[config.mk]
export PLATFORM = sky130hd
export DESIGN_NAME = sync_coast_clamp_control
export DESIGN_NICKNAME = d
export VERILOG_FILES = /design/src/sync_front_pkg.sv /design/src/serial_reg_port.sv /design/src/sync_coast_clamp_control.sv /design/src/sync_sense.sv
export SDC_FILE = /design/constraint.sdc
export NUM_CORES = 1
export LEC_CHECK = 0
export ABC_AREA = 0
export BUFFER_PORTS_ARGS = -buffer_cell sky130_fd_sc_hd__buf_2
export CORE_MARGIN = 2
export CORE_UTILIZATION = 57
export CTS_CLUSTER_SIZE = 16
export DETAILED_ROUTE_END_ITERATION = 8
export PLACE_DENSITY = 0.76
export SETUP_SLACK_MARGIN = 0.02
export SYNTH_ARGS = -nofsm -noshare
export SYNTH_HDL_FRONTEND = slang
export SYNTH_SLANG_ARGS = --single-unit
[constraint.sdc]
create_clock -name I_CORE_CLK -period 3.25 [get_ports I_CORE_CLK]
set_input_delay 0.4875 -clock I_CORE_CLK [delete_from_list [all_inputs] [get_ports I_CORE_CLK]]
set_output_delay 0.4875 -clock I_CORE_CLK [all_outputs]
set_load 0.005 [all_outputs]
[src/sync_front_pkg.sv]
// constants, register map and field layouts of the sync front end
// assumes one pixel clock domain and a byte-wide serial register port
package sync_front_pkg;

   localparam int N_REGS = 7;
   localparam logic [7:0] ADDR_HCTL = 8'h12;
   localparam logic [7:0] ADDR_HWID = 8'h13;
   localparam logic [7:0] ADDR_VCTL = 8'h14;
   localparam logic [7:0] ADDR_VWID = 8'h15;
   localparam logic [7:0] ADDR_PRE  = 8'h16;
   localparam logic [7:0] ADDR_POST = 8'h17;
   localparam logic [7:0] ADDR_HOLD = 8'h18;

   localparam int IDX_HCTL = 0;
   localparam int IDX_HWID = 1;
   localparam int IDX_VCTL = 2;
   localparam int IDX_VWID = 3;
   localparam int IDX_PRE  = 4;
   localparam int IDX_POST = 5;
   localparam int IDX_HOLD = 6;

   localparam logic [7:0] RST_VAL [N_REGS] = '{8'h18, 8'h20, 8'h18, 8'h0A, 8'h00, 8'h00, 8'h20};
   localparam logic [7:0] RD_UNMAPPED = 8'h00;

   // input sense channels
   localparam int SN_LINE_PIN  = 0;
   localparam int SN_GREEN     = 1;
   localparam int SN_FRAME_PIN = 2;
   localparam int SN_FRAME_SEP = 3;
   localparam int SN_COAST     = 4;
   localparam int N_SENSE      = 5;

   localparam int          ACT_TIMEOUT_DEF = 8192;
   localparam int          SENSE_W         = 16;
   localparam int          LINE_W          = 12;
   localparam logic [6:0]  DEV_ADDR_DEF    = 7'h4C;

   typedef struct packed {
      logic       src_ovr;
      logic       src_sel;
      logic       pol_ovr;
      logic       pol;
      logic       out_pol;
      logic [2:0] spare;
   } line_ctrl_s;

   typedef struct packed {
      logic       src_ovr;
      logic       src_sel;
      logic       pol_ovr;
      logic       pol;
      logic       out_pol;
      logic       filt_en;
      logic       dur_en;
      logic       spare;
   } frame_ctrl_s;

   typedef struct packed {
      logic       coast_src;
      logic       coast_pol_ovr;
      logic       coast_pol;
      logic       clamp_src;
      logic [3:0] spare;
   } hold_ctrl_s;

   typedef enum {SP_IDLE, SP_DEV, SP_PTR, SP_WR, SP_RD} port_state_e;

endpackage : sync_front_pkg

[src/serial_reg_port.sv]
// two-wire serial slave: pointer write, byte writes and auto-increment reads
// assumes scl and sda arrive synchronous to the pixel clock; no clock stretching
`timescale 1ns/1ps
module serial_reg_port
   import sync_front_pkg::*;
#(
   parameter logic [6:0] DEV_ADDR = 7'h4C
) (
   input  wire logic       i_clk,
   input  wire logic       i_rst_n,
   input  wire logic       i_scl,
   input  wire logic       i_sda,
   input  wire logic [7:0] i_rdata,
   output logic      [7:0] o_raddr,
   output logic      [7:0] o_waddr,
   output logic      [7:0] o_wdata,
   output logic            o_wr,
   output logic            o_sda_oe
);
   port_state_e st_reg, st_next;
   logic       scl_reg, sda_reg, oe_reg, oe_next, nack_reg, nack_next, wr_reg, wr_next;
   logic [3:0] cnt_reg, cnt_next;
   logic [7:0] sh_reg, sh_next, ptr_reg, ptr_next, waddr_reg, waddr_next, wdata_reg, wdata_next;
   logic       rise, fall, start, stop;

   assign rise  = i_scl & ~scl_reg;
   assign fall  = ~i_scl & scl_reg;
   assign start = i_scl & scl_reg & sda_reg & ~i_sda;
   assign stop  = i_scl & scl_reg & ~sda_reg & i_sda;

   always_comb begin
      st_next = st_reg; cnt_next = cnt_reg; sh_next = sh_reg; ptr_next = ptr_reg;
      oe_next = oe_reg; nack_next = nack_reg; wr_next = 1'b0;
      waddr_next = waddr_reg; wdata_next = wdata_reg;
      if (start) begin
         st_next = SP_DEV; cnt_next = 4'h0; oe_next = 1'b0;
      end else if (stop) begin
         st_next = SP_IDLE; oe_next = 1'b0;
      end else if (st_reg != SP_IDLE) begin
         if (rise) begin
            if (cnt_reg < 4'h8) begin
               if (st_reg != SP_RD) sh_next = {sh_reg[6:0], i_sda};
               cnt_next = cnt_reg + 4'h1;
            end else if (cnt_reg == 4'h9 && st_reg == SP_RD) begin
               nack_next = i_sda;
            end
         end
         if (fall) begin
            if (cnt_reg == 4'h8) begin
               cnt_next = 4'h9;
               unique case (st_reg)
                  SP_DEV: begin
                     if (sh_reg[7:1] == DEV_ADDR) begin
                        oe_next = 1'b1; nack_next = 1'b0;
                     end else begin
                        st_next = SP_IDLE;
                     end
                  end
                  SP_PTR: begin ptr_next = sh_reg; oe_next = 1'b1; end
                  SP_WR: begin
                     wr_next = 1'b1; waddr_next = ptr_reg; wdata_next = sh_reg;
                     ptr_next = ptr_reg + 8'h01; oe_next = 1'b1;
                  end
                  SP_RD: oe_next = 1'b0;
                  SP_IDLE: ;
               endcase
            end else if (cnt_reg == 4'h9) begin
               cnt_next = 4'h0; oe_next = 1'b0;
               if (st_reg == SP_DEV) st_next = sh_reg[0] ? SP_RD : SP_PTR;
               else if (st_reg == SP_PTR) st_next = SP_WR;
               if (st_next == SP_RD) begin
                  if (nack_reg) begin
                     st_next = SP_IDLE;
                  end else begin
                     sh_next = i_rdata; ptr_next = ptr_reg + 8'h01; oe_next = ~i_rdata[7];
                  end
               end
            end else if (st_reg == SP_RD && cnt_reg != 4'h0) begin
               oe_next = ~sh_reg[3'(4'h7 - cnt_reg)];
            end
         end
      end
   end

   always_ff @(posedge i_clk or negedge i_rst_n) begin
      if (!i_rst_n) begin
         st_reg <= SP_IDLE; cnt_reg <= 4'h0; sh_reg <= 8'h00; ptr_reg <= 8'h00;
         scl_reg <= 1'b1; sda_reg <= 1'b1; oe_reg <= 1'b0; nack_reg <= 1'b0;
         wr_reg <= 1'b0; waddr_reg <= 8'h00; wdata_reg <= 8'h00;
      end else begin
         st_reg <= st_next; cnt_reg <= cnt_next; sh_reg <= sh_next; ptr_reg <= ptr_next;
         scl_reg <= i_scl; sda_reg <= i_sda; oe_reg <= oe_next; nack_reg <= nack_next;
         wr_reg <= wr_next; waddr_reg <= waddr_next; wdata_reg <= wdata_next;
      end
   end

   assign o_raddr  = ptr_reg;
   assign o_waddr  = waddr_reg;
   assign o_wdata  = wdata_reg;
   assign o_wr     = wr_reg;
   assign o_sda_oe = oe_reg;

endmodule : serial_reg_port

[src/sync_coast_clamp_control.sv]
// sync processing front end: source and polarity choice, regenerated syncs,
// frame filter, coast window and clamp source, under serial register control
// assumes all sync inputs are synchronous to the pixel clock
`timescale 1ns/1ps
module sync_coast_clamp_control #(
   parameter logic [6:0] DEV_ADDR    = sync_front_pkg::DEV_ADDR_DEF,
   parameter int         ACT_TIMEOUT = sync_front_pkg::ACT_TIMEOUT_DEF
) (
   input  wire logic I_CORE_CLK,
   input  wire logic I_RST_N,
   input  wire logic I_SCL,
   input  wire logic I_SDA_IN,
   output logic      O_SDA_OUT,
   output logic      O_SDA_OE,
   input  wire logic I_LINE_SYNC_INPUT_PINS,
   input  wire logic I_GREEN_EMBEDDED_SYNC,
   input  wire logic I_FRAME_SYNC_INPUT_PINS,
   input  wire logic I_FRAME_SEP_SYNC,
   input  wire logic I_EXT_COAST,
   input  wire logic I_EXT_CLAMP,
   output logic      O_LINE_SYNC_OUTPUT,
   output logic      O_FRAME_SYNC_OUTPUT,
   output logic      O_PLL_LINE_REF,
   output logic      O_COAST,
   output logic      O_CLAMP,
   output logic      O_LINE_SRC_GREEN,
   output logic      O_FRAME_SRC_SEP
);
   import sync_front_pkg::*;

   ////////////////////////////////////////////////////////////////////////////
   // register port and register file

   logic [7:0]  raddr, waddr, wdata, rdata;
   logic        wr;
   logic [7:0]  regs_reg [N_REGS];
   logic [7:0]  regs_next [N_REGS];
   line_ctrl_s  hctl;
   frame_ctrl_s vctl;
   hold_ctrl_s  hold;

   function automatic logic in_map(input logic [7:0] a);
      return (a >= ADDR_HCTL) && (a <= ADDR_HOLD);
   endfunction : in_map

   serial_reg_port #(.DEV_ADDR(DEV_ADDR)) u_port (
      .i_clk    (I_CORE_CLK),
      .i_rst_n  (I_RST_N),
      .i_scl    (I_SCL),
      .i_sda    (I_SDA_IN),
      .i_rdata  (rdata),
      .o_raddr  (raddr),
      .o_waddr  (waddr),
      .o_wdata  (wdata),
      .o_wr     (wr),
      .o_sda_oe (O_SDA_OE)
   );

   always_comb begin
      regs_next = regs_reg;
      if (wr && in_map(waddr)) begin
         regs_next[3'(waddr - ADDR_HCTL)] = wdata;
      end
      // unmapped bytes read back as zero, writes to them are dropped
      rdata = in_map(raddr) ? regs_reg[3'(raddr - ADDR_HCTL)] : RD_UNMAPPED;
   end

   always_ff @(posedge I_CORE_CLK or negedge I_RST_N) begin
      if (!I_RST_N) begin
         regs_reg  <= RST_VAL;
         O_SDA_OUT <= 1'b0;
      end else begin
         regs_reg  <= regs_next;
         O_SDA_OUT <= 1'b0;
      end
   end

   assign hctl = line_ctrl_s'(regs_reg[IDX_HCTL]);
   assign vctl = frame_ctrl_s'(regs_reg[IDX_VCTL]);
   assign hold = hold_ctrl_s'(regs_reg[IDX_HOLD]);

   ////////////////////////////////////////////////////////////////////////////
   // activity and polarity sense of every sync input

   logic [N_SENSE-1:0] raw, act, pos;

   assign raw = {I_EXT_COAST, I_FRAME_SEP_SYNC, I_FRAME_SYNC_INPUT_PINS,
                 I_GREEN_EMBEDDED_SYNC, I_LINE_SYNC_INPUT_PINS};

   for (genvar g = 0; g < N_SENSE; g++) begin : g_sense
      sync_sense #(.TIMEOUT(ACT_TIMEOUT), .CW(SENSE_W)) u_sense (
         .i_clk    (I_CORE_CLK),
         .i_rst_n  (I_RST_N),
         .i_sync   (raw[g]),
         .o_active (act[g]),
         .o_pos    (pos[g])
      );
   end

   ////////////////////////////////////////////////////////////////////////////
   // source choice and polarity normalisation

   logic line_green, line_pos, hs_norm;
   logic frame_sep, frame_pos, vs_norm;
   logic coast_pos, coast_ext;

   always_comb begin
      if (hctl.src_ovr) begin
         line_green = hctl.src_sel;
      end else if (act[SN_LINE_PIN] && act[SN_GREEN]) begin
         line_green = hctl.src_sel;
      end else begin
         line_green = act[SN_GREEN];
      end
      line_pos = hctl.pol_ovr ? hctl.pol
                              : pos[line_green ? SN_GREEN : SN_LINE_PIN];
      hs_norm  = raw[line_green ? SN_GREEN : SN_LINE_PIN] ~^ line_pos;
      frame_sep = vctl.src_ovr ? vctl.src_sel : !act[SN_FRAME_PIN];
      frame_pos = vctl.pol_ovr ? vctl.pol
                               : pos[frame_sep ? SN_FRAME_SEP : SN_FRAME_PIN];
      vs_norm   = raw[frame_sep ? SN_FRAME_SEP : SN_FRAME_PIN] ~^ frame_pos;
      coast_pos = hold.coast_pol_ovr ? hold.coast_pol : pos[SN_COAST];
      coast_ext = raw[SN_COAST] ~^ coast_pos;
   end

   ////////////////////////////////////////////////////////////////////////////
   // regenerated syncs, frame filter and coast window

   logic              hs_norm_reg, vs_filt_reg, vs_filt_next, vs_src, vs_src_reg;
   logic              hs_lead, vs_lead, vs_trail;
   logic [7:0]        hs_cnt_reg, hs_cnt_next, vd_cnt_reg, vd_cnt_next;
   logic [7:0]        post_cnt_reg, post_cnt_next;
   logic [LINE_W-1:0] line_cnt_reg, line_cnt_next, frame_lines_reg, frame_lines_next;
   logic              pre_hit, vs_act_next, coast_int, coast_next, clamp_next;

   assign hs_lead  = hs_norm & ~hs_norm_reg;
   // the filter only lets the frame sync change at line sync leading edges
   assign vs_src   = vctl.filt_en ? vs_filt_reg : vs_norm;
   assign vs_lead  = vs_src & ~vs_src_reg;
   assign vs_trail = ~vs_src & vs_src_reg;

   always_comb begin
      hs_cnt_next      = hs_cnt_reg;
      vd_cnt_next      = vd_cnt_reg;
      post_cnt_next    = post_cnt_reg;
      line_cnt_next    = line_cnt_reg;
      frame_lines_next = frame_lines_reg;
      vs_filt_next     = hs_lead ? vs_norm : vs_filt_reg;
      if (hs_lead) begin
         hs_cnt_next = regs_reg[IDX_HWID];
      end else if (hs_cnt_reg != 8'h00) begin
         hs_cnt_next = hs_cnt_reg - 8'h01;
      end
      if (vs_lead) begin
         vd_cnt_next = regs_reg[IDX_VWID];
      end else if (hs_lead && vd_cnt_reg != 8'h00) begin
         vd_cnt_next = vd_cnt_reg - 8'h01;
      end
      vs_act_next = vctl.dur_en ? (vd_cnt_next != 8'h00) : vs_src;
      // line count per frame predicts where the next frame sync lands
      if (vs_lead) begin
         frame_lines_next = line_cnt_reg;
         line_cnt_next    = '0;
      end else if (hs_lead && line_cnt_reg != '1) begin
         line_cnt_next = line_cnt_reg + 1'b1;
      end
      if (vs_trail) begin
         post_cnt_next = regs_reg[IDX_POST];
      end else if (hs_lead && post_cnt_reg != 8'h00) begin
         post_cnt_next = post_cnt_reg - 8'h01;
      end
      pre_hit = (frame_lines_reg != '0) && (regs_reg[IDX_PRE] != 8'h00) &&
                (({1'b0, line_cnt_reg} + (LINE_W + 1)'(regs_reg[IDX_PRE])) >=
                 {1'b0, frame_lines_reg});
      coast_int  = pre_hit | vs_src | (post_cnt_reg != 8'h00);
      coast_next = hold.coast_src ? coast_ext : coast_int;
      clamp_next = hold.clamp_src ? I_EXT_CLAMP : hs_norm;
   end

   always_ff @(posedge I_CORE_CLK or negedge I_RST_N) begin
      if (!I_RST_N) begin
         hs_norm_reg         <= 1'b0;
         vs_filt_reg         <= 1'b0;
         vs_src_reg          <= 1'b0;
         hs_cnt_reg          <= 8'h00;
         vd_cnt_reg          <= 8'h00;
         post_cnt_reg        <= 8'h00;
         line_cnt_reg        <= '0;
         frame_lines_reg     <= '0;
         O_LINE_SYNC_OUTPUT  <= 1'b0;
         O_FRAME_SYNC_OUTPUT <= 1'b0;
         O_PLL_LINE_REF      <= 1'b0;
         O_COAST             <= 1'b0;
         O_CLAMP             <= 1'b0;
         O_LINE_SRC_GREEN    <= 1'b0;
         O_FRAME_SRC_SEP     <= 1'b0;
      end else begin
         hs_norm_reg         <= hs_norm;
         vs_filt_reg         <= vs_filt_next;
         vs_src_reg          <= vs_src;
         hs_cnt_reg          <= hs_cnt_next;
         vd_cnt_reg          <= vd_cnt_next;
         post_cnt_reg        <= post_cnt_next;
         line_cnt_reg        <= line_cnt_next;
         frame_lines_reg     <= frame_lines_next;
         O_LINE_SYNC_OUTPUT  <= (hs_cnt_next != 8'h00) ~^ hctl.out_pol;
         O_FRAME_SYNC_OUTPUT <= vs_act_next ~^ vctl.out_pol;
         O_PLL_LINE_REF      <= hs_norm;
         O_COAST             <= coast_next;
         O_CLAMP             <= clamp_next;
         O_LINE_SRC_GREEN    <= line_green;
         O_FRAME_SRC_SEP     <= frame_sep;
      end
   end

   ////////////////////////////////////////////////////////////////////////////
   // checks

   line_src_ovr_a: assert property (@(posedge I_CORE_CLK) disable iff (!I_RST_N)
      hctl.src_ovr |=> O_LINE_SRC_GREEN == $past(hctl.src_sel))
      else $error("forced line source not taken");

   line_src_auto_a: assert property (@(posedge I_CORE_CLK) disable iff (!I_RST_N)
      (!hctl.src_ovr && act[SN_LINE_PIN] && !act[SN_GREEN]) |=> !O_LINE_SRC_GREEN)
      else $error("auto line source chose an idle input");

   line_pol_a: assert property (@(posedge I_CORE_CLK) disable iff (!I_RST_N)
      (hctl.pol_ovr && !line_green) |=> O_PLL_LINE_REF == ($past(raw[SN_LINE_PIN]) ~^ $past(hctl.pol)))
      else $error("forced line input polarity ignored");

   line_width_a: assert property (@(posedge I_CORE_CLK) disable iff (!I_RST_N)
      (hs_lead && regs_reg[IDX_HWID] == 8'h03 && hctl.out_pol) ##1 !hs_lead [*3]
         |-> $past(O_LINE_SYNC_OUTPUT, 2) && $past(O_LINE_SYNC_OUTPUT) && O_LINE_SYNC_OUTPUT ##1 !O_LINE_SYNC_OUTPUT)
      else $error("line output width wrong");

   frame_out_pol_a: assert property (@(posedge I_CORE_CLK) disable iff (!I_RST_N)
      (!vctl.dur_en && $stable(vctl.out_pol)) |=>
         O_FRAME_SYNC_OUTPUT == ($past(vs_src) ~^ $past(vctl.out_pol)))
      else $error("frame output polarity wrong");

   frame_filter_a: assert property (@(posedge I_CORE_CLK) disable iff (!I_RST_N)
      (vctl.filt_en && !hs_lead) |=> $stable(vs_filt_reg))
      else $error("filtered frame sync moved between line syncs");

   frame_width_a: assert property (@(posedge I_CORE_CLK) disable iff (!I_RST_N)
      (vctl.dur_en && vs_lead && regs_reg[IDX_VWID] != 8'h00) |=> vd_cnt_reg == $past(regs_reg[IDX_VWID]))
      else $error("frame duration count not loaded");

   coast_trail_a: assert property (@(posedge I_CORE_CLK) disable iff (!I_RST_N)
      (!hold.coast_src && post_cnt_reg != 8'h00 && $stable(hold)) |=> O_COAST)
      else $error("coast dropped inside trailing window");

   coast_src_a: assert property (@(posedge I_CORE_CLK) disable iff (!I_RST_N)
      (hold.coast_src && hold.coast_pol_ovr) |=> O_COAST == ($past(raw[SN_COAST]) ~^ $past(hold.coast_pol)))
      else $error("external coast not followed");

   clamp_src_a: assert property (@(posedge I_CORE_CLK) disable iff (!I_RST_N)
      !hold.clamp_src |=> O_CLAMP == $past(hs_norm))
      else $error("internal clamp not from line sync");

endmodule : sync_coast_clamp_control

[src/sync_sense.sv]
// activity and polarity sense for one sync input
// assumes the input is already synchronous to the pixel clock
`timescale 1ns/1ps
module sync_sense #(
   parameter int TIMEOUT = 8192,
   parameter int CW      = 16
) (
   input  wire logic i_clk,
   input  wire logic i_rst_n,
   input  wire logic i_sync,
   output logic      o_active,
   output logic      o_pos
);
   logic          s_reg;
   logic [CW-1:0] hi_cnt_reg, hi_cnt_next, lo_cnt_reg, lo_cnt_next;
   logic [CW-1:0] hi_len_reg, hi_len_next, lo_len_reg, lo_len_next;
   logic [CW-1:0] idle_reg, idle_next;

   function automatic logic [CW-1:0] sat_inc(input logic [CW-1:0] c);
      return (c == '1) ? c : c + 1'b1;
   endfunction : sat_inc

   always_comb begin
      hi_len_next = hi_len_reg;
      lo_len_next = lo_len_reg;
      hi_cnt_next = i_sync ? sat_inc(hi_cnt_reg) : '0;
      lo_cnt_next = i_sync ? '0 : sat_inc(lo_cnt_reg);
      idle_next   = (i_sync != s_reg) ? '0 : sat_inc(idle_reg);
      if (i_sync && !s_reg) begin
         lo_len_next = lo_cnt_reg;
      end
      if (!i_sync && s_reg) begin
         hi_len_next = hi_cnt_reg;
      end
   end

   always_ff @(posedge i_clk or negedge i_rst_n) begin
      if (!i_rst_n) begin
         s_reg      <= 1'b0;
         hi_cnt_reg <= '0;
         lo_cnt_reg <= '0;
         hi_len_reg <= '0;
         lo_len_reg <= '0;
         idle_reg   <= '1;
      end else begin
         s_reg      <= i_sync;
         hi_cnt_reg <= hi_cnt_next;
         lo_cnt_reg <= lo_cnt_next;
         hi_len_reg <= hi_len_next;
         lo_len_reg <= lo_len_next;
         idle_reg   <= idle_next;
      end
   end

   // the sync pulse is the shorter phase; a tie reads as negative
   assign o_active = idle_reg < CW'(TIMEOUT);
   assign o_pos    = hi_len_reg < lo_len_reg;

endmodule : sync_sense
# After elaboration in Yosys (flattened, before gate mapping)
# Index checks and enable logic that the tools add are counted.
# word_totals
regBits,559
in_bits,10
out_inout_bits,9
elab_cells,371
# classes
add_sub_neg,23
order_cmp,20
n_eq_ne,49
muxes,131
n_bitwise,30
n_reduce_logical,58
# op_table
cell,n
$mux W32,18
$mux W16,26
$add A16 B1 Y16 const B,13
$eq A16 B16 Y1 const B,13
$mux W8,22
$eq A32 B2 Y1 const B,3
$lt A16 B16 Y1,5
$eq A32 B3 Y1 const B,2
$eq A32 B4 Y1 const B,2
$bwmux W56,1
$lt A16 B14 Y1 const B,3
$reduce_bool A8 Y1,6
$mux W1,44
$eq A32 B1 Y1 const B,1
$mux W4,8
$ne A32 B4 Y1 const B,1
$reduce_bool A32 Y1,1
$bmux W8 S3,1
$demux W8 S3,1
$mux W12,2
$sub A8 B1 Y8 const B,3
$logic_and A1 B1 Y1,22
$ne A2 B2 Y1 const B,11
$ge A8 B5 Y1 const B,2
44 further kinds,100

# Depth between registers and ports, before layout
# logic_depth
ltp_word,17
mapped_depth,17

# By module
# A second synthesis with hierarchy kept.
# hier_totals
cells_unflattened,2970
hier_area_um2,31222.4
# by_module_without_submodules
mod,n_inst,cells_each,area_per_inst_um2
sync_sense (g_sense[0].u_sense ...),4,406,4181.5
sync_coast_clamp_control,1,612,6502.5
sync_sense (g_sense[4].u_sense),1,408,4251.6
serial_reg_port,1,326,3742.3

# Worst setup path after synthesis
# No wires, ideal clock.
# synth_timing
path_kind,register to register
startpoint,register g_sense[0].u_sense.idle_reg[13]
endpoint,register O_LINE_SYNC_OUTPUT
setup_time_ps,123
arrival_ps,3337
required_ps,3127
setup_slack_ps,-210
path_stages_with_launch,12
n_path_buf,1
period_less_slack_ps,3460
path_cell_list,dfstp_2 or4_4 o211ai_2 inv_2 or4b_4 and4_1 nor3_4 clkbuf_1 mux2_2 nor4_1 nand2_1 xnor2_1
# synth_via
elab_chain_len,14
word_cells_on_any_way,17
classes_between,order compare: 1; mux: 11; bitwise: 3; reduce/logical: 2
# synth_rtl
element,line_no,source
from (decl),sync_sense.sv:17,"logic [CW-1:0] idle_reg, idle_next;"
from (signal assigned),sync_sense.sv:51,idle_reg <= idle_next;
$lt A16 B14 Y1 *,sync_sense.sv:56,assign o_active = idle_reg < CW'(TIMEOUT);
$logic_and A1 B1 Y1 *,sync_coast_clamp_control.sv:110,end else if (act[SN_LINE_PIN] && act[SN_GREEN]) begin
$mux W1 *,sync_coast_clamp_control.sv:110,
$mux W1 *,sync_coast_clamp_control.sv:108,if (hctl.src_ovr) begin
named net line_green,sync_coast_clamp_control.sv:103,"logic line_green, line_pos, hs_norm;"
$mux W1 *,"sync_coast_clamp_control.sv:116, sync_coast_clamp_control.sv:117",
$bmux W1 S3,sync_coast_clamp_control.sv:116,: pos[line_green ? SN_GREEN : SN_LINE_PIN];
$mux W1 (2 in series),sync_coast_clamp_control.sv:116,
$mux W1,sync_coast_clamp_control.sv:115,line_pos = hctl.pol_ovr ? hctl.pol
$xnor A1 B1 Y1 *,sync_coast_clamp_control.sv:117,hs_norm = raw[line_green ? SN_GREEN : SN_LINE_PIN] ~^ line_pos;
$and A1 B1 Y1 *,sync_coast_clamp_control.sv:136,assign hs_lead = hs_norm & ~hs_norm_reg;
$mux W8 *,sync_coast_clamp_control.sv:149,if (hs_lead) begin
named net hs_cnt_next[3],sync_coast_clamp_control.sv:131,"logic [7:0] hs_cnt_reg, hs_cnt_next, vd_cnt_reg, vd_cnt_next;"
$reduce_bool A8 Y1 *,sync_coast_clamp_control.sv:206,O_LINE_SYNC_OUTPUT <= (hs_cnt_next != 8'h00) ~^ hctl.out_pol;
$xnor A1 B1 Y1 *,sync_coast_clamp_control.sv:206,
to (signal assigned),sync_coast_clamp_control.sv:206,
to (decl),sync_coast_clamp_control.sv:21,"output logic O_LINE_SYNC_OUTPUT,"
# The timed path passes the listed nets; every way through them passes the cells marked *. The select of a mux whose other input is x is not followed.
# A chain may end at the register's enable or synchronous reset.

# Worst setup path in the final report
# layout_timing
startpoint,register g_sense[1].u_sense.hi_len_reg[12]
endpoint,register O_FRAME_SYNC_OUTPUT
# layout_via
elab_chain_len,13
word_cells_on_any_way,20
classes_between,order compare: 1; mux: 12; bitwise: 5; reduce/logical: 2
# layout_rtl
element,line_no,source
from (decl),sync_sense.sv:16,"logic [CW-1:0] hi_len_reg, hi_len_next, lo_len_reg, lo_len_next;"
from (signal assigned),sync_sense.sv:49,hi_len_reg <= hi_len_next;
$lt A16 B16 Y1 *,sync_sense.sv:57,assign o_pos = hi_len_reg < lo_len_reg;
$bmux W1 S3,sync_coast_clamp_control.sv:116,
$mux W1 (2 in series),sync_coast_clamp_control.sv:116,
$mux W1,sync_coast_clamp_control.sv:115,
$xnor A1 B1 Y1,sync_coast_clamp_control.sv:117,
$and A1 B1 Y1,sync_coast_clamp_control.sv:136,
$logic_and A1 B1 Y1,sync_coast_clamp_control.sv:156,end else if (hs_lead && vd_cnt_reg != 8'h00) begin
$mux W8,sync_coast_clamp_control.sv:156,
$mux W8 *,sync_coast_clamp_control.sv:154,if (vs_lead) begin
named net vd_cnt_next[5],sync_coast_clamp_control.sv:131,
$reduce_bool A8 Y1 *,sync_coast_clamp_control.sv:159,vs_act_next = vctl.dur_en ? (vd_cnt_next != 8'h00) : vs_src;
$mux W1 *,sync_coast_clamp_control.sv:159,
$xnor A1 B1 Y1 *,sync_coast_clamp_control.sv:207,O_FRAME_SYNC_OUTPUT <= vs_act_next ~^ vctl.out_pol;
to (signal assigned),sync_coast_clamp_control.sv:207,
to (decl),sync_coast_clamp_control.sv:22,"output logic O_FRAME_SYNC_OUTPUT,"
# Marks and branches as above.

==> out/metrics.cfg <==
[cells_and_area]
insertedDiodeCount = 0
final_cell_area_sq_um = 32000
layout-drive-gt1-share_pct = 21.4
layout.cells.non_filler = 3437
nets = 2912
multiInputGateArea_sq_um = 13100
ff_latch_area_sq_um = 14100
area_growth_pct = 16.2
fill_cells = 3368

[global_routing]
grt_max_degree = 86
overflow = 0
grt_pass1_wl_um = 102000
track_usage_pct = 24.6
antenna_found_initial = 0
grt_pass1_vias = 20500

[job]
max-cap-violations = 0

[placed_design]
port_buffers = 17
placed_area_sq_um = 29100
place_inst = 3304
dp_hpwl_um = 40900
place.gp.congestion = 0.879

[detailed_routing]
antenna_left = 0
drt_pass1_iterations = 7
initialDrtViolationCount = 1526
routed_wl_um = 60600
vias = 19900
avgRoutedWirePerCell_um = 17.6
drc = 0
vias_per_cell = 5.79

[clocking]
h-tree-depth = 2
clkTransAtPathRegs_ps = 60
clockBufferDepth = 3
clkSinkCount = 559
cts_inserted_buffers = 58
cts_root_buf = clkbuf_16
cts_tree = built
clock_latency_ps = 630

[timing]
post-route-period-util_pct = 112
hold_viol = 0
drv_slew = 0
final.setup.worst_slack_ps = -388
rsz0062_at_grt = true
finClkSkew_ps = 26.9
worst_pin_slew_ps = 950
timing.fmax_mhz = 275
fin_crit_ps = 3640
slew_headroom_pct = 36.7
finalSetupViolCount = 24
whs_ps = 111

[synthesis]
yosysMostFrequentCell = dfrtp_1
async_reset_ff_share_pct = 100
synth_edf_count = 0
ys.flop_type = dfrtp_1
synthCells = 2626
synth_nets = 2766
synth_common_cells = dfrtp_1, nand2_1, nor2_1
synth_cell_type_count = 76
syn_area_per_cell_sq_um = 10.5
synth_warnings = 0
ys_seq_area_share_pct = 51.1
synthesis.area_sq_um = 27500
synth-seq-cells = 559
yosysTopAreaCell = dfrtp_1
synthTopCellsByArea = dfrtp_1, mux2_2, ha_1
synthDominantCellAreaShare_pct = 45.5

[outcome]
violations = negative setup slack
status = finished with violations

[power]
power_density_nw_per_um2 = 572
peakVddDrop_mv = 0.376
cellLeakagePower_nw = 14.9
finalPower_w = 0.0183

[floorplan]
core_sq_um = 47700
start_util_pct = 57.7
ios = 19
dieHeight_um = 224
die_w_um = 224
row_count = 80
die-area_sq_um = 50100

[worst_setup_path]
endpoint_kind = flip-flop
critPathKind = reg -> reg
critPathRequiredTime_ps = 3790
critPathMaxFanout = 3
critPathArrivalTime_ps = 4180
startpoint_type = flip-flop

[worst_hold_path]
hp-class = in -> reg

final timing paths:
| kind | depth (start not counted) | start | slack, ps | endpoint |
|---|---|---|---|---|
| max reg2reg | 15 | g_sense[1].u_sense.hi_len_reg[12] | -390 | O_FRAME_SYNC_OUTPUT |
| max in group asynchronous | 3 | I_RST_N | 1880 | g_sense[4].u_sense.lo_cnt_reg[1] |
| max | 15 | g_sense[1].u_sense.hi_len_reg[12] | -390 | O_FRAME_SYNC_OUTPUT |
| min in group asynchronous | 2 | I_RST_N | 450 | g_sense[2].u_sense.hi_cnt_reg[10] |
| min | 2 | I_EXT_CLAMP | 110 | O_CLAMP |
| min reg2reg | 1 | u_port.st_reg[12] | 480 | u_port.st_reg[12] |
per-stage QoR:
step,util [%],setup TNS (ps),setup slack (ps)
3_3_place_gp,61.0,-3110,-244
5_1_grt,67.0,-6510,-475
4_1_cts,66.3,-2280,-252
6_report,67.0,-4450,-388
3_5_place_dp,61.0,-9760,-555
2_1_floorplan,-,-80.1,-80.1
cells by family after synthesis:
| group | count (synthesis) | synth area share (%) |
|---|---|---|
| mux | 219 | 9.27 |
| compound gates | 353 | 7.82 |
| xor+xnor | 194 | 6.17 |
| flops | 559 | 51.1 |
| buf+inv | 224 | 3.08 |
| other cells | 1 | 0.0136 |
| simple gates | 946 | 16.6 |
| fa+ha+maj | 130 | 5.94 |
cell type report:
| type | count | area share, % |
|---|---|---|
| inverters | 147 | 1.72 |
| flip-flops and latches | 559 | 43.9 |
| repair buffers | 162 | 4.18 |
| clock inverters | 34 | 1.47 |
| well taps | 615 | 2.40 |
| clock buffers | 76 | 5.23 |
| multi-input cells | 1844 | 41.1 |
power breakdown:
group / internal, W / switching, W / total (W)
clock: 0.00450 / 0.00282 / 0.00731
sequential: 0.00733 / 0.000427 / 0.00776
combinational: 0.00153 / 0.00169 / 0.00322
layer usage:
metal / track usage (%) / part of all wire [%] / routed length [um] / vias to the layer above
met5: 0 / 0 / 0 / -
met4: 8.15 / 2.7 / 1630 / 0
met3: 2.95 / 3.9 / 2370 / 133
met2: 42.7 / 50 / 30500 / 428
met1: 32.3 / 43 / 26100 / 9974
li1: - / - / - / 9356
layout by cell type (no fill, tap or decap), types with 38 or more instances in the layout:
cell	n
nor3_1	38
nor2_1	249
clkbuf_16	61
nand3_1	98
xor2_1	107
dfstp_2	58
a21oi_1	61
nand4_1	51
and3_1	39
buf_4	122
inv_1	139
o21ai_0	143
xnor2_1	81
ha_1	125
dfrtp_1	500
nand2_1	246
and2_1	78
mux2_2	182
worst max-delay path, cell delays in order, from the launching register on:
cell	delay, ps
dfrtp_1	400
ha_1	290
nand4_1	220
nor3_4	400
buf_6	160
o2111ai_4	130
nand3b_1	240
buf_4	160
and4_4	230
buf_4	140
nor3_4	50
or4_4	520
a31oi_4	190
a211oi_2	70
a31oi_1	200
xnor2_1	160
timing repair:
item                                   in CTS  in global routing
setup buffers                              13                  9
endpoints found under the hold margin      36                  0
hold buffers                                3                  0
setup endpoints to repair                  38                 42
gates cloned                                1                  0
pin swaps                                  27                 42
resized for setup                          58                 60
No activity file was read; power rests on OpenSTA's default activity.
